<file path="config.mk">
export PLATFORM = sky130hd
export DESIGN_NAME = hbc_boot_seq
export DESIGN_NICKNAME = d
export VERILOG_FILES = /design/src/design/README_unused.v /design/src/design/hbc_boot_seq.v
export VERILOG_INCLUDE_DIRS = /design/src /design/src/design
export SDC_FILE = /design/constraint.sdc
export NUM_CORES = 1
export LEC_CHECK = 0
export BUFFER_PORTS_ARGS = -buffer_cell sky130_fd_sc_hd__buf_4
export CORE_ASPECT_RATIO = 2
export CORE_MARGIN = 2
export CORE_UTILIZATION = 59
export CTS_BUF_LIST = sky130_fd_sc_hd__clkbuf_8
export DETAILED_ROUTE_END_ITERATION = 8
export GPL_TIMING_DRIVEN = 0
export PLACE_DENSITY = 0.82
export SETUP_SLACK_MARGIN = 0.3
export SYNTH_ARGS = -nofsm -noshare
export SYNTH_HDL_FRONTEND = slang
export SYNTH_SLANG_ARGS = --single-unit
</file>
<file path="constraint.sdc">
create_clock -name sys_clk_in -period 4.3 [get_ports sys_clk_in]
set_input_delay 0.645 -clock sys_clk_in [delete_from_list [all_inputs] [get_ports sys_clk_in]]
set_output_delay 0.645 -clock sys_clk_in [all_outputs]
set_load 0.005 [all_outputs]
</file>
<file path="src/design/hbc_map.vh">
`ifndef HBC_MAP_VH
`define HBC_MAP_VH
// register byte offsets
`define HBC_CTRL_OFS 8'h00
`define HBC_STAT_OFS 8'h04
`define HBC_PCFG_OFS 8'h08
`define HBC_FEAT_OFS 8'h0c
// control register fields and reset value
`define HBC_CTRL_LEGACY 0
`define HBC_CTRL_MODE3 1
`define HBC_CTRL_WID_HI 3
`define HBC_CTRL_WID_LO 2
`define HBC_CTRL_RST 8'h05
// flash data width codes
`define HBC_WID_ONE 2'h0
`define HBC_WID_DUAL 2'h1
`define HBC_WID_QUAD 2'h2
// stage codes
`define HBC_SC_STBY 4'h0
`define HBC_SC_PROBE 4'h1
`define HBC_SC_ROM 4'h2
`define HBC_SC_STRAP 4'h3
`define HBC_SC_SMBCHK 4'h4
`define HBC_SC_SMBCFG 4'h5
`define HBC_SC_MERGE 4'h6
`define HBC_SC_CONN 4'h7
`define HBC_SC_NORM 4'h8
// flash probe and fetch
`define HBC_SIG_ADDR 24'h03fffa
`define HBC_BOOT_ADDR 24'h000000
`define HBC_SIG0 8'h32
`define HBC_SIG1 8'h44
`define HBC_SIG2 8'h46
`define HBC_SIG3 8'h55
`define HBC_OP_RD1 8'h03
`define HBC_OP_RD2 8'h3b
`define HBC_OP_RD4 8'h6b
`define HBC_TX_LAST 6'h1f
`define HBC_TX_BITS 6'h20
`define HBC_DUMMY 6'h08
// configuration strap value that opens the smbus path
`define HBC_CFG_SMB 3'h1
// smbus end-of-configuration codes and config registers
`define HBC_SMB_END 8'hff
`define HBC_SMB_ATT_HI 8'haa
`define HBC_SMB_ATT_LO 8'h55
`define HBC_SMB_KEEP_LO 8'h56
`define HBC_SMB_PDIS 8'h00
`define HBC_SMB_FEAT 8'h01
// rom default values
`define HBC_ROM_PDIS_BIT 1'b0
`define HBC_ROM_FEAT 2'h0
// pull-up settle time
`define HBC_PULLUP_NS 1000
`define HBC_CLK_MHZ 100
`endif

</file>
<file path="src/design/README_unused.v">
`timescale 1ns/1ps
`default_nettype none
`default_nettype wire

</file>
<file path="src/design/hbc_boot_seq.v">
// The register offsets and the strobed register port were chosen for this implementation.
`timescale 1ns/1ps
`default_nettype none
`include "hbc_map.vh"
// Notes on behaviour
// - reset low holds standby: ports floated, pll stopped, only reset watched
// - reset high runs the hub through its sub-stages
// - standby disables downstream ports, aborts transfers, returns registers to default
// - no configuration survives standby; all settings rebuilt after release
// - release enters flash probe; waits pll lock, defaults loaded
// - probe reads four signature bytes 2DFU from flash address 0x3fffa up
// - valid signature starts fetch at address zero, else go to rom defaults
// - flash reads support one, two and four data lines; dual is default
// - flash clock idles per mode 0 or mode 3
// - without flash strap the probe is skipped, rom path taken
// - rom stage loads default configuration values
// - strap stage samples config, port disable, non-removable, charging straps
// - config strap value 1 goes to smbus probe, else fuse merge
// - both smbus pins pulled up enables slave and host config, else merge
// - host configuration waits with no timeout
// - legacy mode ends host configuration on a write to register 0xff
// - non-legacy ends it on command 0xaa55 or 0xaa56
// - merge: fuse beats smbus under rom, smbus beats pseudo-fuse under flash
// - under flash code internal fuses ignored except id and phy trim
// - connect sets both attach bits, waits for upstream host to proceed
// - normal operation holds until reset low returns to standby or soft disconnect returns to connect
// - soft disconnect returns to connect until it is released
module hbc_boot_seq #(
	parameter       NPORT    = 6,
	parameter [3:0] SPI_HALF = 4'h4,
	parameter [6:0] SMB_ADDR = 7'h2d  // slave address, arbitrary value
) (
	// clock and reset
	input  wire             sys_clk_in,
	input  wire             resetn_in,
	// register port
	input  wire [7:0]       reg_addr_in,
	input  wire [7:0]       reg_wdata_in,
	input  wire             reg_wr_in,
	input  wire             reg_rd_in,
	output reg  [7:0]       reg_rdata_out,
	// pll and straps (asynchronous)
	input  wire             pll_lock_in,
	input  wire             flash_boot_strap_in,
	input  wire [2:0]       configuration_select_straps_in,
	input  wire [NPORT-1:0] port_disable_plus_straps_in,
	input  wire [NPORT-1:0] port_disable_minus_straps_in,
	input  wire             nonremovable_strap_in,
	input  wire             charge_enable_strap_in,
	// fuse and pseudo-fuse data (same clock)
	input  wire             fuse_vld_in,
	input  wire [NPORT-1:0] fuse_pdis_in,
	input  wire [1:0]       fuse_feat_in,
	input  wire [7:0]       fuse_uid_in,
	input  wire [7:0]       fuse_trim_in,
	input  wire             pseudo_vld_in,
	input  wire [NPORT-1:0] pseudo_pdis_in,
	input  wire [1:0]       pseudo_feat_in,
	// upstream host (same clock)
	input  wire             host_run_in,
	input  wire             soft_disc_in,
	// serial flash
	output reg              flash_cs_n_out,
	output reg              flash_sclk_out,
	input  wire [3:0]       flash_d_in,
	output reg  [3:0]       flash_d_out,
	output reg  [3:0]       flash_d_oe_out,
	output reg  [7:0]       fetch_byte_out,
	output reg              fetch_vld_out,
	// smbus slave pins (open drain)
	input  wire             smb_scl_in,
	input  wire             smb_sda_in,
	output reg              smb_sda_out,
	output reg              smb_sda_oe_out,
	// hub status and configuration
	output reg  [3:0]       stage_out,
	output reg              pll_run_out,
	output reg              port_drive_en_out,
	output reg  [NPORT-1:0] ds_port_en_out,
	output reg              hub_connect_attach_out,
	output reg              superspeed_hub_enable_bit_out,
	output reg  [NPORT-1:0] cfg_pdis_out,
	output reg              cfg_nonrem_out,
	output reg              cfg_bc_out,
	output reg  [7:0]       uid_out,
	output reg  [7:0]       trim_out
);

	// one-hot stages
	localparam [8:0] S_STBY   = 9'h001;
	localparam [8:0] S_PROBE  = 9'h002;
	localparam [8:0] S_ROM    = 9'h004;
	localparam [8:0] S_STRAP  = 9'h008;
	localparam [8:0] S_SMBCHK = 9'h010;
	localparam [8:0] S_SMBCFG = 9'h020;
	localparam [8:0] S_MERGE  = 9'h040;
	localparam [8:0] S_CONN   = 9'h080;
	localparam [8:0] S_NORM   = 9'h100;
	localparam integer PU_CYC = (`HBC_PULLUP_NS * `HBC_CLK_MHZ + 999) / 1000;
	localparam [7:0] PU_LAST  = PU_CYC[7:0] - 8'h01;
	localparam SW = 2 * NPORT + 13;

	function [3:0] stage_code;
		input [8:0] s;
		begin
			case (s)
				S_PROBE:  stage_code = `HBC_SC_PROBE;
				S_ROM:    stage_code = `HBC_SC_ROM;
				S_STRAP:  stage_code = `HBC_SC_STRAP;
				S_SMBCHK: stage_code = `HBC_SC_SMBCHK;
				S_SMBCFG: stage_code = `HBC_SC_SMBCFG;
				S_MERGE:  stage_code = `HBC_SC_MERGE;
				S_CONN:   stage_code = `HBC_SC_CONN;
				S_NORM:   stage_code = `HBC_SC_NORM;
				default:  stage_code = `HBC_SC_STBY;
			endcase
		end
	endfunction

	// data lines per flash clock for a width code
	function [3:0] wid_bits;
		input [1:0] w;
		begin
			case (w)
				`HBC_WID_DUAL: wid_bits = 4'h2;
				`HBC_WID_QUAD: wid_bits = 4'h4;
				default:       wid_bits = 4'h1;
			endcase
		end
	endfunction

	function [7:0] sig_byte;
		input [1:0] i;
		begin
			case (i)
				2'h0:    sig_byte = `HBC_SIG0;
				2'h1:    sig_byte = `HBC_SIG1;
				2'h2:    sig_byte = `HBC_SIG2;
				default: sig_byte = `HBC_SIG3;
			endcase
		end
	endfunction

	// two-flop synchronisers for every pin input; straps are static so a bus is safe
	wire [SW-1:0] a_raw = {flash_d_in, smb_sda_in, smb_scl_in, charge_enable_strap_in,
		nonremovable_strap_in, port_disable_minus_straps_in,
		port_disable_plus_straps_in, configuration_select_straps_in,
		flash_boot_strap_in, pll_lock_in};
	reg  [SW-1:0] a_meta_r;
	reg  [SW-1:0] a_s_r;
	always @(posedge sys_clk_in) begin
		if (!resetn_in) begin
			a_meta_r <= {SW{1'b0}};
			a_s_r    <= {SW{1'b0}};
		end else begin
			a_meta_r <= a_raw;
			a_s_r    <= a_meta_r;
		end
	end
	wire             lock_s = a_s_r[0];
	wire             fstr_s = a_s_r[1];
	wire [2:0]       cfgs_s = a_s_r[4:2];
	wire [NPORT-1:0] pp_s   = a_s_r[NPORT+4:5];
	wire [NPORT-1:0] pm_s   = a_s_r[2*NPORT+4:NPORT+5];
	wire             nrem_s = a_s_r[2*NPORT+5];
	wire             bc_s   = a_s_r[2*NPORT+6];
	wire             scl_s  = a_s_r[2*NPORT+7];
	wire             sda_s  = a_s_r[2*NPORT+8];
	wire [3:0]       din_s  = a_s_r[2*NPORT+12:2*NPORT+9];

	// state and cross-block controls
	reg  [8:0] st_r;
	reg  [8:0] st_nxt;
	reg  [7:0] ctrl_r;
	reg        started_r;
	reg        flash_exec_r;
	reg  [7:0] pu_r;
	reg        smb_en_r;
	reg        smb_end_r;
	reg        smb_wr_r;
	reg  [7:0] smb_reg_r;
	reg  [7:0] smb_dat_r;
	reg        sp_busy_r;
	reg        sp_done_r;
	reg        sig_ok_r;
	wire       legacy  = ctrl_r[`HBC_CTRL_LEGACY];
	wire [1:0] ctl_wid = ctrl_r[`HBC_CTRL_WID_HI:`HBC_CTRL_WID_LO];
	wire probe_go = st_r[1] & lock_s & fstr_s & ~started_r;
	wire fetch_go = st_r[1] & sp_done_r & sig_ok_r;
	wire spi_go   = probe_go | fetch_go;
	wire pu_done  = st_r[4] & (pu_r == PU_LAST);
	wire smb_pass = pu_done & scl_s & sda_s;

	// stage sequencing
	always @* begin
		st_nxt = st_r;
		case (st_r)
			S_STBY:  st_nxt = S_PROBE;
			S_PROBE: begin
				if (lock_s & ~fstr_s)
					st_nxt = S_ROM;
				else if (sp_done_r)
					st_nxt = sig_ok_r ? S_STRAP : S_ROM;
			end
			S_ROM:   st_nxt = S_STRAP;
			S_STRAP: st_nxt = (cfgs_s == `HBC_CFG_SMB) ? S_SMBCHK : S_MERGE;
			S_SMBCHK: begin
				if (pu_done)
					st_nxt = smb_pass ? S_SMBCFG : S_MERGE;
			end
			S_SMBCFG: begin
				if (smb_end_r)
					st_nxt = S_MERGE; // no timeout here
			end
			S_MERGE: st_nxt = S_CONN;
			S_CONN: begin
				if (host_run_in & ~soft_disc_in)
					st_nxt = S_NORM;
			end
			S_NORM: begin
				if (soft_disc_in)
					st_nxt = S_CONN;
			end
			default: st_nxt = S_STBY;
		endcase
	end

	// state register and hub status outputs; sync reset is the standby state
	always @(posedge sys_clk_in) begin
		if (!resetn_in) begin
			st_r                          <= S_STBY;
			stage_out                     <= `HBC_SC_STBY;
			pll_run_out                   <= 1'b0;
			port_drive_en_out             <= 1'b0;
			ds_port_en_out                <= {NPORT{1'b0}};
			hub_connect_attach_out        <= 1'b0;
			superspeed_hub_enable_bit_out <= 1'b0;
			started_r                     <= 1'b0;
			flash_exec_r                  <= 1'b0;
			pu_r                          <= 8'h00;
		end else begin
			st_r              <= st_nxt;
			stage_out         <= stage_code(st_nxt);
			pll_run_out       <= 1'b1;
			port_drive_en_out <= 1'b1;
			ds_port_en_out    <= st_nxt[8] ? ~cfg_pdis_out : {NPORT{1'b0}};
			hub_connect_attach_out        <= (st_nxt[7] | st_nxt[8]) & ~soft_disc_in;
			superspeed_hub_enable_bit_out <= (st_nxt[7] | st_nxt[8]) & ~soft_disc_in;
			if (probe_go)
				started_r <= 1'b1;
			if (fetch_go)
				flash_exec_r <= 1'b1;
			pu_r <= st_r[4] ? pu_r + 8'h01 : 8'h00;
		end
	end

	// configuration store; reset values are the rom defaults
	reg smod_pdis_r;
	reg smod_feat_r;
	always @(posedge sys_clk_in) begin
		if (!resetn_in) begin
			cfg_pdis_out   <= {NPORT{`HBC_ROM_PDIS_BIT}};
			{cfg_bc_out, cfg_nonrem_out} <= `HBC_ROM_FEAT;
			smod_pdis_r    <= 1'b0;
			smod_feat_r    <= 1'b0;
			uid_out        <= 8'h00;
			trim_out       <= 8'h00;
		end else begin
			case (st_r)
				S_ROM: begin
					cfg_pdis_out <= {NPORT{`HBC_ROM_PDIS_BIT}};
					{cfg_bc_out, cfg_nonrem_out} <= `HBC_ROM_FEAT;
				end
				S_STRAP: begin
					cfg_pdis_out   <= cfg_pdis_out | pp_s | pm_s;
					cfg_nonrem_out <= cfg_nonrem_out | nrem_s;
					cfg_bc_out     <= cfg_bc_out | bc_s;
				end
				S_SMBCFG: begin
					if (smb_wr_r & (smb_reg_r == `HBC_SMB_PDIS)) begin
						cfg_pdis_out <= smb_dat_r[NPORT-1:0];
						smod_pdis_r  <= 1'b1;
					end
					if (smb_wr_r & (smb_reg_r == `HBC_SMB_FEAT)) begin
						{cfg_bc_out, cfg_nonrem_out} <= smb_dat_r[1:0];
						smod_feat_r <= 1'b1;
					end
				end
				S_MERGE: begin
					uid_out  <= fuse_uid_in; // kept even under flash
					trim_out <= fuse_trim_in;
					if (~flash_exec_r & fuse_vld_in) begin
						cfg_pdis_out <= fuse_pdis_in;
						{cfg_bc_out, cfg_nonrem_out} <= fuse_feat_in;
					end
					if (flash_exec_r & pseudo_vld_in & ~smod_pdis_r)
						cfg_pdis_out <= pseudo_pdis_in;
					if (flash_exec_r & pseudo_vld_in & ~smod_feat_r)
						{cfg_bc_out, cfg_nonrem_out} <= pseudo_feat_in;
				end
				default: ;
			endcase
		end
	end

	// flash engine: cmd and address on d0, optional dummy, data at chosen width
	reg        sp_fetch_r;
	reg [3:0]  sp_div_r;
	reg        sp_ph_r;
	reg [5:0]  sp_idx_r;
	reg [31:0] sp_tx_r;
	reg [7:0]  sp_rx_r;
	reg [3:0]  sp_bits_r;
	reg [1:0]  sp_byte_r;
	reg        sp_bad_r;
	reg [1:0]  sp_wid_r;
	reg [7:0]  rx_nxt;
	wire [1:0] go_wid  = fetch_go ? ctl_wid : `HBC_WID_ONE;
	wire [7:0] go_op   = (go_wid == `HBC_WID_QUAD) ? `HBC_OP_RD4 :
		(go_wid == `HBC_WID_DUAL) ? `HBC_OP_RD2 : `HBC_OP_RD1;
	wire [23:0] go_adr = fetch_go ? `HBC_BOOT_ADDR : `HBC_SIG_ADDR;
	wire [5:0] dstart  = (sp_wid_r == `HBC_WID_ONE) ? `HBC_TX_BITS :
		`HBC_TX_BITS + `HBC_DUMMY;
	wire [3:0] bsum    = sp_bits_r + wid_bits(sp_wid_r);
	wire       mism    = rx_nxt != sig_byte(sp_byte_r);

	// shift received lines into the byte, msb first
	always @* begin
		case (sp_wid_r)
			`HBC_WID_DUAL: rx_nxt = {sp_rx_r[5:0], din_s[1:0]};
			`HBC_WID_QUAD: rx_nxt = {sp_rx_r[3:0], din_s};
			default:       rx_nxt = {sp_rx_r[6:0], din_s[1]};
		endcase
	end

	// sampling at the end of the high half lets the synchronised data settle;
	// this needs SPI_HALF of two or more
	always @(posedge sys_clk_in) begin
		if (!resetn_in) begin
			sp_busy_r <= 1'b0; // any transfer in progress is dropped
			sp_done_r <= 1'b0;
			sig_ok_r  <= 1'b0;
			sp_fetch_r <= 1'b0;
			sp_div_r  <= 4'h0;
			sp_ph_r   <= 1'b0;
			sp_idx_r  <= 6'h00;
			sp_tx_r   <= 32'h00000000;
			sp_rx_r   <= 8'h00;
			sp_bits_r <= 4'h0;
			sp_byte_r <= 2'h0;
			sp_bad_r  <= 1'b0;
			sp_wid_r  <= `HBC_WID_ONE;
			flash_cs_n_out <= 1'b1;
			flash_sclk_out <= 1'b0;
			flash_d_out    <= 4'h0;
			flash_d_oe_out <= 4'h0;
			fetch_byte_out <= 8'h00;
			fetch_vld_out  <= 1'b0;
		end else begin
			sp_done_r     <= 1'b0;
			fetch_vld_out <= 1'b0;
			if (spi_go) begin
				sp_busy_r  <= 1'b1;
				sp_fetch_r <= fetch_go;
				sp_wid_r   <= go_wid;
				sp_div_r   <= 4'h0;
				sp_ph_r    <= 1'b0;
				sp_idx_r   <= 6'h00;
				sp_tx_r    <= {go_op, go_adr};
				sp_bits_r  <= 4'h0;
				sp_byte_r  <= 2'h0;
				sp_bad_r   <= 1'b0;
				flash_cs_n_out <= 1'b0;
				flash_sclk_out <= 1'b0;
				flash_d_out    <= {3'h0, go_op[7]};
				flash_d_oe_out <= 4'h1;
			end else if (sp_busy_r) begin
				if (sp_div_r == SPI_HALF - 4'h1) begin
					sp_div_r       <= 4'h0;
					sp_ph_r        <= ~sp_ph_r;
					flash_sclk_out <= ~sp_ph_r;
					if (sp_ph_r) begin
						if (sp_idx_r < dstart)
							sp_idx_r <= sp_idx_r + 6'h01;
						sp_tx_r     <= {sp_tx_r[30:0], 1'b0};
						flash_d_out <= {3'h0, sp_tx_r[30]};
						if (sp_idx_r == `HBC_TX_LAST)
							flash_d_oe_out <= 4'h0; // flash drives from here on
						if (sp_idx_r >= dstart) begin
							sp_rx_r   <= rx_nxt;
							sp_bits_r <= (bsum == 4'h8) ? 4'h0 : bsum;
						end
						if ((sp_idx_r >= dstart) & (bsum == 4'h8)) begin
							if (sp_fetch_r) begin
								fetch_byte_out <= rx_nxt; // execute in place, never ends
								fetch_vld_out  <= 1'b1;
							end else begin
								sp_byte_r <= sp_byte_r + 2'h1;
								sp_bad_r  <= sp_bad_r | mism;
								if (sp_byte_r == 2'h3) begin
									sp_busy_r      <= 1'b0;
									sp_done_r      <= 1'b1;
									sig_ok_r       <= ~(sp_bad_r | mism);
									flash_cs_n_out <= 1'b1;
								end
							end
						end
					end
				end else
					sp_div_r <= sp_div_r + 4'h1;
			end else
				flash_sclk_out <= ctrl_r[`HBC_CTRL_MODE3]; // idle level
		end
	end

	// smbus slave: detects start/stop, shifts bytes, acks own address
	reg       scl_p_r;
	reg       sda_p_r;
	reg       sm_act_r;
	reg [3:0] sm_bit_r;
	reg [7:0] sm_sh_r;
	reg [1:0] sm_cnt_r;
	reg [7:0] sm_b1_r;
	reg [7:0] sm_b2_r;
	wire s_start = scl_s & scl_p_r & sda_p_r & ~sda_s;
	wire s_stop  = scl_s & scl_p_r & ~sda_p_r & sda_s;
	wire s_rise  = scl_s & ~scl_p_r;
	wire s_fall  = ~scl_s & scl_p_r;
	wire adr_ok  = (sm_sh_r[7:1] == SMB_ADDR) & ~sm_sh_r[0];
	wire att_cmd = ~legacy & (sm_b1_r == `HBC_SMB_ATT_HI) &
		((sm_b2_r == `HBC_SMB_ATT_LO) | (sm_b2_r == `HBC_SMB_KEEP_LO));
	wire leg_end = legacy & (sm_b1_r == `HBC_SMB_END);
	wire keep    = sm_b2_r == `HBC_SMB_KEEP_LO;
	always @(posedge sys_clk_in) begin
		if (!resetn_in) begin
			scl_p_r   <= 1'b0;
			sda_p_r   <= 1'b0;
			smb_en_r  <= 1'b0;
			smb_end_r <= 1'b0;
			smb_wr_r  <= 1'b0;
			smb_reg_r <= 8'h00;
			smb_dat_r <= 8'h00;
			sm_act_r  <= 1'b0;
			sm_bit_r  <= 4'h0;
			sm_sh_r   <= 8'h00;
			sm_cnt_r  <= 2'h0;
			sm_b1_r   <= 8'h00;
			sm_b2_r   <= 8'h00;
			smb_sda_out    <= 1'b0;
			smb_sda_oe_out <= 1'b0;
		end else begin
			scl_p_r   <= scl_s;
			sda_p_r   <= sda_s;
			smb_end_r <= 1'b0;
			smb_wr_r  <= 1'b0;
			if (smb_pass)
				smb_en_r <= 1'b1;
			if (~smb_en_r) begin
				sm_act_r       <= 1'b0;
				smb_sda_oe_out <= 1'b0;
			end else if (s_start) begin
				sm_act_r <= 1'b1;
				sm_bit_r <= 4'h0;
				sm_cnt_r <= 2'h0;
				smb_sda_oe_out <= 1'b0;
			end else if (s_stop) begin
				sm_act_r       <= 1'b0;
				smb_sda_oe_out <= 1'b0;
				if (((sm_cnt_r == 2'h2) | (sm_cnt_r == 2'h3)) & leg_end) begin
					smb_end_r <= 1'b1;
					smb_en_r  <= 1'b0;
				end else if ((sm_cnt_r == 2'h3) & att_cmd) begin
					smb_end_r <= 1'b1;
					smb_en_r  <= keep;
				end else if (sm_cnt_r == 2'h3) begin
					smb_wr_r  <= 1'b1;
					smb_reg_r <= sm_b1_r;
					smb_dat_r <= sm_b2_r;
				end
			end else if (sm_act_r & s_rise & (sm_bit_r < 4'h8)) begin
				sm_sh_r  <= {sm_sh_r[6:0], sda_s};
				sm_bit_r <= sm_bit_r + 4'h1;
			end else if (sm_act_r & s_fall & (sm_bit_r == 4'h8)) begin
				sm_bit_r <= 4'h9;
				if ((sm_cnt_r != 2'h0) | adr_ok) begin
					smb_sda_oe_out <= 1'b1; // pull low for ack
					if (sm_cnt_r == 2'h1)
						sm_b1_r <= sm_sh_r;
					if (sm_cnt_r == 2'h2)
						sm_b2_r <= sm_sh_r;
					if (sm_cnt_r != 2'h3)
						sm_cnt_r <= sm_cnt_r + 2'h1;
				end else
					sm_act_r <= 1'b0; // not our address or a read
			end else if (sm_act_r & s_fall & (sm_bit_r == 4'h9)) begin
				sm_bit_r       <= 4'h0;
				smb_sda_oe_out <= 1'b0;
			end
		end
	end

	// register port: control writes, status reads one cycle later
	always @(posedge sys_clk_in) begin
		if (!resetn_in) begin
			ctrl_r        <= `HBC_CTRL_RST;
			reg_rdata_out <= 8'h00;
		end else begin
			if (reg_wr_in & (reg_addr_in == `HBC_CTRL_OFS))
				ctrl_r <= reg_wdata_in;
			reg_rdata_out <= 8'h00;
			if (reg_rd_in) begin
				case (reg_addr_in)
					`HBC_CTRL_OFS: reg_rdata_out <= ctrl_r;
					`HBC_STAT_OFS: reg_rdata_out <= {sig_ok_r, flash_exec_r,
						smb_en_r, 1'b0, stage_out};
					`HBC_PCFG_OFS: reg_rdata_out <= {{(8-NPORT){1'b0}}, cfg_pdis_out};
					`HBC_FEAT_OFS: reg_rdata_out <= {6'h00, cfg_bc_out, cfg_nonrem_out};
					default:       reg_rdata_out <= 8'h00;
				endcase
			end
		end
	end

endmodule
`default_nettype wire

</file>
Word level (Yosys, flattened, before mapping). Cells that the tools add are included.

Add/sub/neg operators: 7. Multiply operators: 0. Divide/modulo/power cells: 0. $lt $le $gt $ge: 3. Eq/ne operators: 56. Shift-type cells: 0. Muxes and demuxes: 94. Bitwise logic cells: 74. Reductions and logical operators: 50.

Operators with widths (number): 31-bit two-way mux (4); 9-bit one-hot mux with 9 select lines (1); 9-bit two-way mux (6); 1-bit two-way mux (51); 1-bit bitwise AND (37); 4-bit two-way mux (9); 4-bit one-hot mux with 8 select lines (1); 8-bit one-hot mux with 4 select lines (1); 1-bit inverter (26); 8-bit by 7-bit equality test with 1-bit output (second input constant) (3); 6-bit two-way mux (4); 6-bit one-hot mux with 4 select lines (1); 6-bit AND reduction (4); 2-bit nonzero test (11); 7-bit two-way mux (3); 7-bit one-hot mux with 3 select lines (1); 7-bit AND reduction (3); 9-bit by 2-bit equality test with 1-bit output (second input constant) (2); 9-bit by 3-bit equality test with 1-bit output (second input constant) (2); 9-bit by 4-bit equality test with 1-bit output (second input constant) (2); 9-bit by 5-bit equality test with 1-bit output (second input constant) (2); 9-bit by 6-bit equality test with 1-bit output (second input constant) (2); 9-bit by 7-bit equality test with 1-bit output (second input constant) (2); 9-bit by 8-bit equality test with 1-bit output (second input constant) (2); 45 further kinds (104).

Bits in registers: 249. Bits in latches: 0. RAM bits: 0. Bits in read-only memories: 0. Input port bits: 81. Logic and storage cells: 336. Memories kept: 0.

Longest topological paths before layout. Gate-level depths: netlist of run 1.

Depth in word-level cells: 10. Gate-level depth with buffers: 14. Depth with buffers taken out: 11.

Least setup slack after synthesis of run 1. OpenSTA, ideal clock, no wires.

Path kind: flip-flop to flip-flop. From: register sp_wid_r[0]. To: register fetch_byte_out[7]. Data arrival time: 2.927 ns. Required time: 4.172 ns. Setup slack: 1.245 ns. Cell stages (with the launch flop): 15. Path buffers: 3. Clock period less this slack: 3.055 ns. Path through: dfxtp_1 -> inv_1 -> ha_1 -> clkbuf_1 -> clkbuf_1 -> inv_1 -> ha_1 -> inv_1 -> fa_1 -> xnor2_1 -> nor3b_1 -> and4_1 -> buf_2 -> mux2i_1 -> nor2_1.

Word-level cells in the longest chain between the ends: 6.

RTL lines: from (decl) (line hbc_boot_seq.v:316) `reg [1:0] sp_wid_r;`; from (signal assigned) (line hbc_boot_seq.v:352) `` sp_wid_r <= `HBC_WID_ONE; ``; from (signal assigned) (line hbc_boot_seq.v:365) `sp_wid_r <= go_wid;`; 2-bit equality test / 2-bit by 1-bit equality test with 1-bit output (equally long branches) (line hbc_boot_seq.v:124, hbc_boot_seq.v:329); 3-bit one-hot mux with 2 select lines (line hbc_boot_seq.v:124) `case (w)`; 4-bit adder (line hbc_boot_seq.v:324) `wire [3:0] bsum = sp_bits_r + wid_bits(sp_wid_r);`; 4-bit equality test (line hbc_boot_seq.v:393) `if ((sp_idx_r >= dstart) & (bsum == 4'h8)) begin`; 1-bit bitwise AND (line hbc_boot_seq.v:393); 6-bit AND reduction (no line); to (signal assigned) (line hbc_boot_seq.v:395) `fetch_byte_out <= rx_nxt;`; to (decl) (line hbc_boot_seq.v:68) `output reg [7:0] fetch_byte_out,`.

Parallel ways exist; a longest one is shown, timed or not. A chain may end at the register's enable or synchronous reset.

Final worst setup path of run 1.
From: register sp_wid_r[0]. To: register fetch_byte_out[2].

The elaborated chain is that of the path after synthesis.

==> impl_results.md, run 1 <==
- Relative slew slack: 41.54%
- Minimum clock period: 3.660 ns
- Cts repair resizes: 0
- Vias/cell: 5.714
- Slew Viols, Final: 0
- Die Y: 190.4 um
- Number of global-route vias before repair: 9259
- Non-Filler Instances: 1587
- CP Class: reg -> reg
- Initial DRC Count: 395
- Hold slack: 0.2414 ns
- Clk Latency, worst-skew pair: 0.52 ns
- R2R depth: 14
- Port Buf Inserts: 138
- Fmax: 0.2732 GHz
- I/O pins: 148
- PD cells: 359.1 nW/um2
- Static Leak: 4.910 nW
- R2r endpoint: fetch_byte_out[2]
- Final Hold Fails: 0
- Seq/Total Area, Yosys: 48.41%
- Clock-pin slew on the worst setup and hold paths: 0.06 ns
- Initial antenna violation count: 0
- Via count: 9068
- Critical Path End Type: register
- ANT nets after route: 0
- Layout Nets: 1458
- Core area: 17190 um2
- Fin crit share: 85.12%
- Max Root-Sink Buffers: 3
- Most used flip-flop cell after synthesis: dfxtp_1
- CP required: 4.67 ns
- Max_cap viols: 0
- Seq cells post-synth: 248
- Top cells by area, synth: dfxtp_1 (48%), nand2_1 (6.3%), nor2_1 (4.6%), a21oi_1 (4.5%), mux2i_1 (3.7%)
- Mapped Cells: 1172
- Min-delay worst type: in -> reg
- H-tree levels: 2
- Tot GR Track Use: 30.04%
- Row count: 68
- Cell area after synthesis: 10250 um2
- Final setup fails: 0
- Pin count of the biggest net entering global routing: 11
- Hold Path Sink: port_drive_en_out
- Post-CTS setup buffer count: 0
- Synth async-reset ratio: 0%
- Worst setup margin: 0.6400 ns
- Gr ovfl total: 0
- First-pass GRT wire length: 44950 um
- Register Area: 4965 um2
- Run status: completed
- Cell taking the most area after synthesis: dfxtp_1
- Die W: 97.23 um
- Layout cells sized above 1: 17.14%
- Mean post-synth cell area: 8.750 um2
- TNS Setup: 0 ns
- CTS Buf Count: 35
- CP Launch Type: register
- CTS tree: yes
- Starting density of the core: 59.67%
- Hold Path Cell Cnt: 1
- Clock Tree Root: clkbuf_8
- Max IR drop VDD: 0.3014 mV
- Least-Margin Pin Slew: 0.8769 ns
- Final worst clock skew: 0.01521 ns
- Hold-fix buffers, CTS: 0
- RSZ-0062 raised after global routing: false
- Antenna Cells: 0
- Pre-CTS setup slack: 0.6648 ns
- Fillers: 1383
- Share of the synthesized area in the top cell type: 48.41%
- Commonest non-fill, non-tap cell in the layout: dfxtp_1
- # DRC: 0
- Die Area: 18520 um2
- WL per Instance: 17.72 um
- DP HPWL: 21070 um
- Commonest non-fill, non-tap cells in the layout: dfxtp_1 (248), nand2_1 (171), buf_4 (149), nor2_1 (125), a21oi_1 (93)
- Placed insts: 1526
- Yosys cell types: 73
- Critical R2R Launch: sp_wid_r[0]
- Footprint of the multi-input gates: 4762 um2
- RD Place Congestion: 0.9602
- Post-synth EDFFs: 0
- Final WL: 28120 um
- DRT Pass-1 Iters: 5
- Yosys warns: 0
- Crit-path max FO: 10
- WP data arrival: 4.03 ns
- Min-delay src: resetn_in
- R2R setup slack: 0.64 ns
- Sink Count: 248
- Area growth from synthesis to layout: 19.74%
==> final cells by class <==
| class | count | share of cell area [%] |
|---|---|---|
| clock inverter | 15 | 0.5706 |
| sequential | 248 | 40.43 |
| tap | 210 | 2.140 |
| multi-input combinational | 813 | 38.78 |
| buffer | 75 | 3.200 |
| timing repair buffer | 138 | 8.437 |
| clock buffer | 46 | 5.156 |
| inverter | 42 | 1.284 |
==> worst max path at each step <==
stage / from / end / slack (ns)
CTS: sp_wid_r[0] / fetch_byte_out[6] / 0.64
global placement: sp_wid_r[0] / fetch_byte_out[5] / 0.72
detailed placement: sp_wid_r[0] / fetch_byte_out[2] / 0.66
floorplan: sp_wid_r[0] / fetch_byte_out[7] / 1.25
global route: sp_wid_r[1] / fetch_byte_out[3] / 0.36
finish: sp_wid_r[0] / fetch_byte_out[2] / 0.64
==> synth_stat cells, drive strengths merged, types with 10 or more instances <==
cell	count
o21ai	42
clkbuf	54
nor3	17
a31oi	17
nor4	10
and2	55
inv	41
xor2	12
nand2	172
a21oi	93
dfxtp	248
nor2	125
nand4	10
buf	21
mux2i	38
ha	23
nor2b	11
nand3	61
==> worst max-delay path, cell delays in order (launching register included) <==
cell      delay [ns]
dfxtp_1         0.36
inv_1           0.07
ha_1            0.28
clkbuf_1        0.20
clkbuf_1        0.25
inv_1           0.10
ha_1            0.16
inv_1           0.05
fa_1            0.37
xnor2_1         0.16
nor3b_1         0.62
and4_1          0.35
buf_2           0.27
mux2i_1         0.23
nor2_1          0.05
==> flip-flops by register name, summed over array words and instances, names as in the netlist, 6 cells and up <==
register        cells
a_meta_r           25
a_s_r              25
cfg_pdis_out        6
ctrl_r              8
ds_port_en_out      6
fetch_byte_out      8
pu_r                8
reg_rdata_out       8
sm_b1_r             8
sm_b2_r             8
sm_sh_r             8
smb_dat_r           6
smb_reg_r           8
sp_idx_r            6
sp_rx_r             7
sp_tx_r            30
st_r                9
trim_out            8
uid_out             8
==> power by group <==
part           leakage [nW]  internal [mW]  total (mW)  switching, mW
sequential             2.01           2.33        2.34         0.0148
clock                 0.392          0.958        1.84          0.880
combinational          2.51          0.104       0.229          0.124
==> per-layer routing <==
layer	up-vias	wire [um]	global-route usage [%]	part of all wire [%]
met1	4274	9238	27.81	33
li1	4352	-	-	-
met3	129	1231	4.252	4.4
met5	-	0	0	0
met4	0	2099	20.51	7.5
met2	313	15550	59.05	55
==> metrics by stage <==
stage	utilization, %	total power [mW]	instance area (um2)
6_report	71.45	4.410	12280
5_1_grt	71.45	4.536	12280
4_1_cts	71.45	4.423	12280
3_5_place_dp	67.36	2.619	11580
3_3_place_gp	67.36	2.616	11580
2_1_floorplan	-	2.503	10280
==> cells by family after synthesis <==
| group | synth area share, % |
|---|---|
| AOI/OAI and AO/OA | 13.10 |
| xor gates and xnor gates | 1.794 |
| adders and majority gates | 3.002 |
| buffers and inverters | 5.368 |
| DFF | 48.41 |
| muxes | 4.258 |
| other | 0.03657 |
| and+or+nand+nor | 24.02 |
No activity file was read; power rests on OpenSTA's default activity.
==> inputs of run 2 (changes only) <==
RECOVER_POWER = 50   (was default)
==> impl_results.md, run 2 (synthesis gave the netlist of run 1 again) <==
- Run status: completed
- Biggest register: sp_tx_r
- Max Root-Sink Buffers: 3
- H-tree levels: 2
- Final Hold Fails: 0
- Starting density of the core: 59.67%
- Fin crit share: 85.28%
- Number of global-route vias before repair: 9259
- Non-Filler Instances: 1587
- CP Launch Type: register
- Slew Viols, Final: 0
- WL per Instance: 17.70 um
- CTS tree: yes
- Min-delay src: resetn_in
- WP data arrival: 4.04 ns
- Slowest CP cell: nor3b_1
- Static Leak: 4.804 nW
- Relative slew slack: 36.71%
- CP Class: reg -> reg
- Placed insts: 1526
- Sink Count: 248
- Area growth from synthesis to layout: 19.03%
- Met1 Resource Use GR: 27.81%
- Max reg flops: 30
- Row count: 68
- CTS Buf Count: 35
- Clock Tree Root: clkbuf_8
- Min-delay worst type: in -> reg
- Die W: 97.23 um
- Layout Nets: 1458
- Pin count of the biggest net entering global routing: 11
- Most Frequent Cell on Critical Path: inv_1
- Die Area: 18520 um2
- Minimum clock period: 3.667 ns
- Footprint of the multi-input gates: 4751 um2
- Commonest non-fill, non-tap cells in the layout: dfxtp_1 (248), nand2_1 (171), nor2_1 (125), a21oi_1 (93), buf_4 (87)
- Pre-CTS setup slack: 0.6648 ns
- Clock-pin slew on the worst setup and hold paths: 0.06 ns
- # DRC: 0
- Clk Latency, worst-skew pair: 0.53 ns
- Crit-path max FO: 10
- Tot GR Track Use: 30.04%
- RSZ-0062 raised after global routing: false
- Worst path cell trace: inv_1 -> ha_1 -> clkbuf_1 -> clkbuf_1 -> inv_1 -> ha_1 -> inv_1 -> fa_1 -> xnor2_1 -> nor3b_1 -> and4_1 -> buf_2 -> mux2i_1 -> nor2_1
- Hold-fix buffers, CTS: 0
- Fillers: 1402
- Cts repair resizes: 0
- Leading registers by flop count: sp_tx_r x30, a_meta_r x25, a_s_r x25
- Hold slack: 0.2616 ns
- Largest stage delay on the critical path: 0.63 ns
- CP required: 4.68 ns
- Max_cap viols: 0
- PD cells: 360.8 nW/um2
- DRT Pass-1 Iters: 5
- Max IR drop VDD: 0.3000 mV
- Layer with the highest usage: met2
- GR Layer Usage met2: 59.05%
- Critical R2R Launch: sp_wid_r[0]
- ANT nets after route: 0
- Initial antenna violation count: 0
- Register Area: 4965 um2
- Met3 track demand over resource: 4.252%
- Critical Path End Type: register
- Crit path from: sp_wid_r[0]
- Gr ovfl total: 0
- Post-CTS setup buffer count: 0
- Vias/cell: 5.708
- TNS Setup: 0 ns
- DP HPWL: 21070 um
- Via count: 9058
- Final worst clock skew: 0.01713 ns
- Initial DRC Count: 427
- Port Buf Inserts: 138
- Core area: 17190 um2
- Least-Margin Pin Slew: 0.9361 ns
- Die Y: 190.4 um
- Commonest non-fill, non-tap cell in the layout: dfxtp_1
- Antenna Cells: 0
- RD Place Congestion: 0.9602
- Fmax: 0.2727 GHz
- Final setup fails: 0
- Final WL: 28080 um
- Worst setup margin: 0.6330 ns
- Final design utilization: 71.03%
- First-pass GRT wire length: 44950 um
- I/O pins: 148
- Layout cells sized above 1: 16.12%
-- run 2: cell types whose count changed in the layout (fill, tap and decap cells not counted), sizes merged --
cell / before / now
clkbuf: 100 / 162
buf: 159 / 97
-- run 2: metrics by stage --
step	cell area (um2)	total power [mW]
after detailed placement	11580	2.619
after floorplan	10280	2.503
after global routing	12210	4.529
after global placement	11580	2.616
final	12210	4.404
after CTS	12280	4.423
-- run 2: metal layers --
metal	vias up	part of all wire, %	wire (um)
met5	-	0	0
met4	0	7.3	2037
met3	121	4.8	1352
met2	321	56	15610
met1	4266	32	9082
li1	4350	-	-
-- run 2: area by class of cell --
cell class,instances,area share [%]
Multi-Input combinational cell,813,38.92
Sequential cell,248,40.67
Clock buffer,46,5.187
Timing Repair Buffer,138,8.210
Clock inverter,15,0.5740
Buffer,75,2.993
Tap cell,210,2.153
Inverter,42,1.292
-- run 2: path summary, 6_finish.rpt --
kind | slack [ns] | to | depth (start not counted)
worst max-delay path | 0.63 | fetch_byte_out[2] | 14
worst min register to register | 0.43 | a_s_r[18] | 1
worst max register to register | 0.63 | fetch_byte_out[2] | 14
worst min-delay path | 0.26 | port_drive_en_out | 1
-- run 2: critical path, delay by kind of cell (launching register included) --
| family | cells | cell delay (ns) |
|---|---|---|
| AND/OR/NAND/NOR | 3 | 1.04 |
| buffers and inverters | 6 | 0.94 |
| adder cells (fa/ha/maj) | 3 | 0.81 |
| flip-flops | 1 | 0.36 |
| multiplexers | 1 | 0.23 |
| XOR/XNOR | 1 | 0.16 |
-- run 2: report_power, final --
part           leakage [nW]  internal (mW)  switching [mW]
combinational          2.40         0.0974           0.124
sequential             2.01           2.33          0.0148
clock                 0.392          0.958           0.881
total                  4.80           3.38            1.02
==> inputs of run 3 (changes only) <==
CORE_UTILIZATION = 57   (was 59)
CTS_BUF_LIST = default   (was sky130_fd_sc_hd__clkbuf_8)
PLACE_DENSITY = 0.8   (was 0.82)
clock period = 3.8 ns   (was 4.3 ns; I/O delays follow)
==> impl_results.md, run 3 (synthesis gave the netlist of run 1 again) <==
- First-pass GRT wire length: 44160 um
- Via count: 8915
- Gr ovfl total: 0
- CP Class: reg -> reg
- RSZ-0062 raised after global routing: false
- TNS Setup: 0 ns
- Relative slew slack: 31.76%
- Layout Nets: 1447
- Final setup fails: 0
- Final WL: 27900 um
- # DRC: 0
- Clock share of power: 43.1%
- CP Launch Type: register
- WP data arrival: 3.59 ns
- Critical Path End Type: register
- Net Sw Frac: 21.52%
- Fin crit share: 84.90%
- Pint: 4.004 mW
- Row count: 69
- R2r endpoint: fetch_byte_out[2]
- Starting density of the core: 57.94%
- Clk Latency, worst-skew pair: 0.51 ns
- Gate power share: 4.9%
- Slowest CP cell: fa_1
- DRT Pass-1 Iters: 5
- Worst path cell trace: inv_1 -> ha_1 -> clkbuf_1 -> clkbuf_2 -> inv_1 -> ha_1 -> inv_1 -> fa_1 -> xnor2_1 -> nor3b_2 -> buf_4 -> and4_1 -> buf_2 -> mux2i_1 -> nor2_1
- Seq pwr share: 52.0%
- Tot GR Track Use: 28.65%
- Clock Tree Root: clkbuf_16
- Commonest non-fill, non-tap cell in the layout: dfxtp_1
- Final worst clock skew: 0.008973 ns
- Sw Pwr: 1.098 mW
- Sink Count: 248
- Final instance area: 12240 um2
- Biggest register: sp_tx_r
- Core area: 17700 um2
- Minimum clock period: 3.226 ns
- Initial DRC Count: 427
- Pin count of the biggest net entering global routing: 17
- Layer with the highest usage: met2
- PD cells: 416.7 nW/um2
- Area growth from synthesis to layout: 19.37%
- Register Area: 4965 um2
- Number of global-route vias before repair: 8969
- Min-delay src: resetn_in
- CP required: 4.17 ns
- ANT nets after route: 0
- Die Area: 19150 um2
- Clock-pin slew on the worst setup and hold paths: 0.07 ns
- Antenna Cells: 0
- Vias/cell: 5.682
- RD Place Congestion: 0.9661
- Slew Viols, Final: 0
- Met3 track demand over resource: 3.389%
- Initial antenna violation count: 0
- Layout cells sized above 1: 15.49%
- Fillers: 1479
- Crit-path leading delay family: buffers and inverters
- Hold slack: 0.1991 ns
- Max IR drop VDD: 0.4902 mV
- DP HPWL: 21040 um
- Hold Path Sink: port_drive_en_out
- H-tree levels: 1
- Commonest non-fill, non-tap cells in the layout: dfxtp_1 (248), nand2_1 (171), nor2_1 (125), a21oi_1 (93), buf_4 (90)
- Least-Margin Pin Slew: 1.009 ns
- R2R setup slack: 0.57 ns
- CTS Buf Count: 21
- Worst Path Buf+Inv: 7
- R2R depth: 15
- Run status: completed
- Min-delay worst type: in -> reg
- I/O pins: 148
- Hold Path Cell Cnt: 1
- Max Root-Sink Buffers: 3
- Max reg flops: 30
- Die W: 98.85 um
- Fmax: 0.3100 GHz
- Crit-path max FO: 10
- Largest stage delay on the critical path: 0.37 ns
- CTS tree: yes
- GR Layer Usage met2: 54.58%
- Static Leak: 4.783 nW
- Footprint of the multi-input gates: 4761 um2
- Most Frequent Cell on Critical Path: inv_1
- Final design utilization: 69.17%
- Die Y: 193.7 um
- Post-DP Area: 11580 um2
- Leading registers by flop count: sp_tx_r x30, a_meta_r x25, a_s_r x25
- Port Buf Inserts: 138
- Critical R2R Launch: sp_wid_r[0]
- WL per Instance: 17.78 um
- Hold-fix buffers, CTS: 0
- Met1 Resource Use GR: 27.88%
- Final Hold Fails: 0
- Max_cap viols: 0
==> run 3: power by group through the flow <==
stage | clock [mW] | combinational [mW] | sequential (mW)
after floorplan | 0 | 0.128 | 2.71
after global placement | 0 | 0.249 | 2.71
after detailed placement | 0 | 0.251 | 2.71
after CTS | 2.22 | 0.252 | 2.65
after global routing | 2.31 | 0.268 | 2.65
final | 2.20 | 0.249 | 2.65
==> run 3: cell type report <==
cell class / instances / share of cell area, %
clock buffer: 31 / 5.008
buffer: 75 / 2.995
timing repair buffer: 141 / 8.402
inverter: 42 / 1.288
clock inverter: 6 / 0.6848
tap: 213 / 2.177
multi-input combinational: 813 / 38.89
sequential: 248 / 40.56
==> run 3: worst register-to-register path, delay by kind of cell (launching register included) <==
family / cells / cell delay, ns
buf+inv: 7 / 1.05
fa+ha+maj: 3 / 0.81
simple gates: 3 / 0.46
flops: 1 / 0.36
mux: 1 / 0.24
xor+xnor: 1 / 0.16
==> run 3: stage by stage <==
stage	power, mW	instances	setup WS [ns]
2_1_floorplan	2.833	1178	0.7453
3_3_place_gp	2.960	1529	0.2280
3_5_place_dp	2.963	1529	0.1574
4_1_cts	5.124	1566	0.3900
5_1_grt	5.236	1569	0.3060
6_report	5.102	1569	0.5739
==> run 3: routing by layer <==
metal | share of wire, % | up-vias
li1 | - | 4329
met1 | 35 | 4189
met2 | 54 | 280
met3 | 4.1 | 117
met4 | 7.4 | 0
met5 | 0 | -
==> run 3: how the worst max path moves through the flow <==
stage	start	to	slack, ns	depth (start not counted)
6_report	sp_wid_r[0]	fetch_byte_out[2]	0.57	15
5_1_grt	sp_wid_r[1]	fetch_byte_out[7]	0.31	15
4_1_cts	sp_wid_r[0]	fetch_byte_out[2]	0.39	14
3_5_place_dp	sp_wid_r[0]	fetch_byte_out[2]	0.16	14
3_3_place_gp	sp_wid_r[0]	fetch_byte_out[6]	0.23	14
2_1_floorplan	sp_wid_r[0]	fetch_byte_out[7]	0.75	14
==> run 3: repair_timing <==
| item | in CTS | in global routing |
|---|---|---|
| setup endpoints to repair | 8 | 8 |
| buffers inserted | 0 | 3 |
| gates resized for setup | 1 | 2 |
| endpoints found under the hold margin | 0 | 0 |
| pin swaps | 0 | 1 |
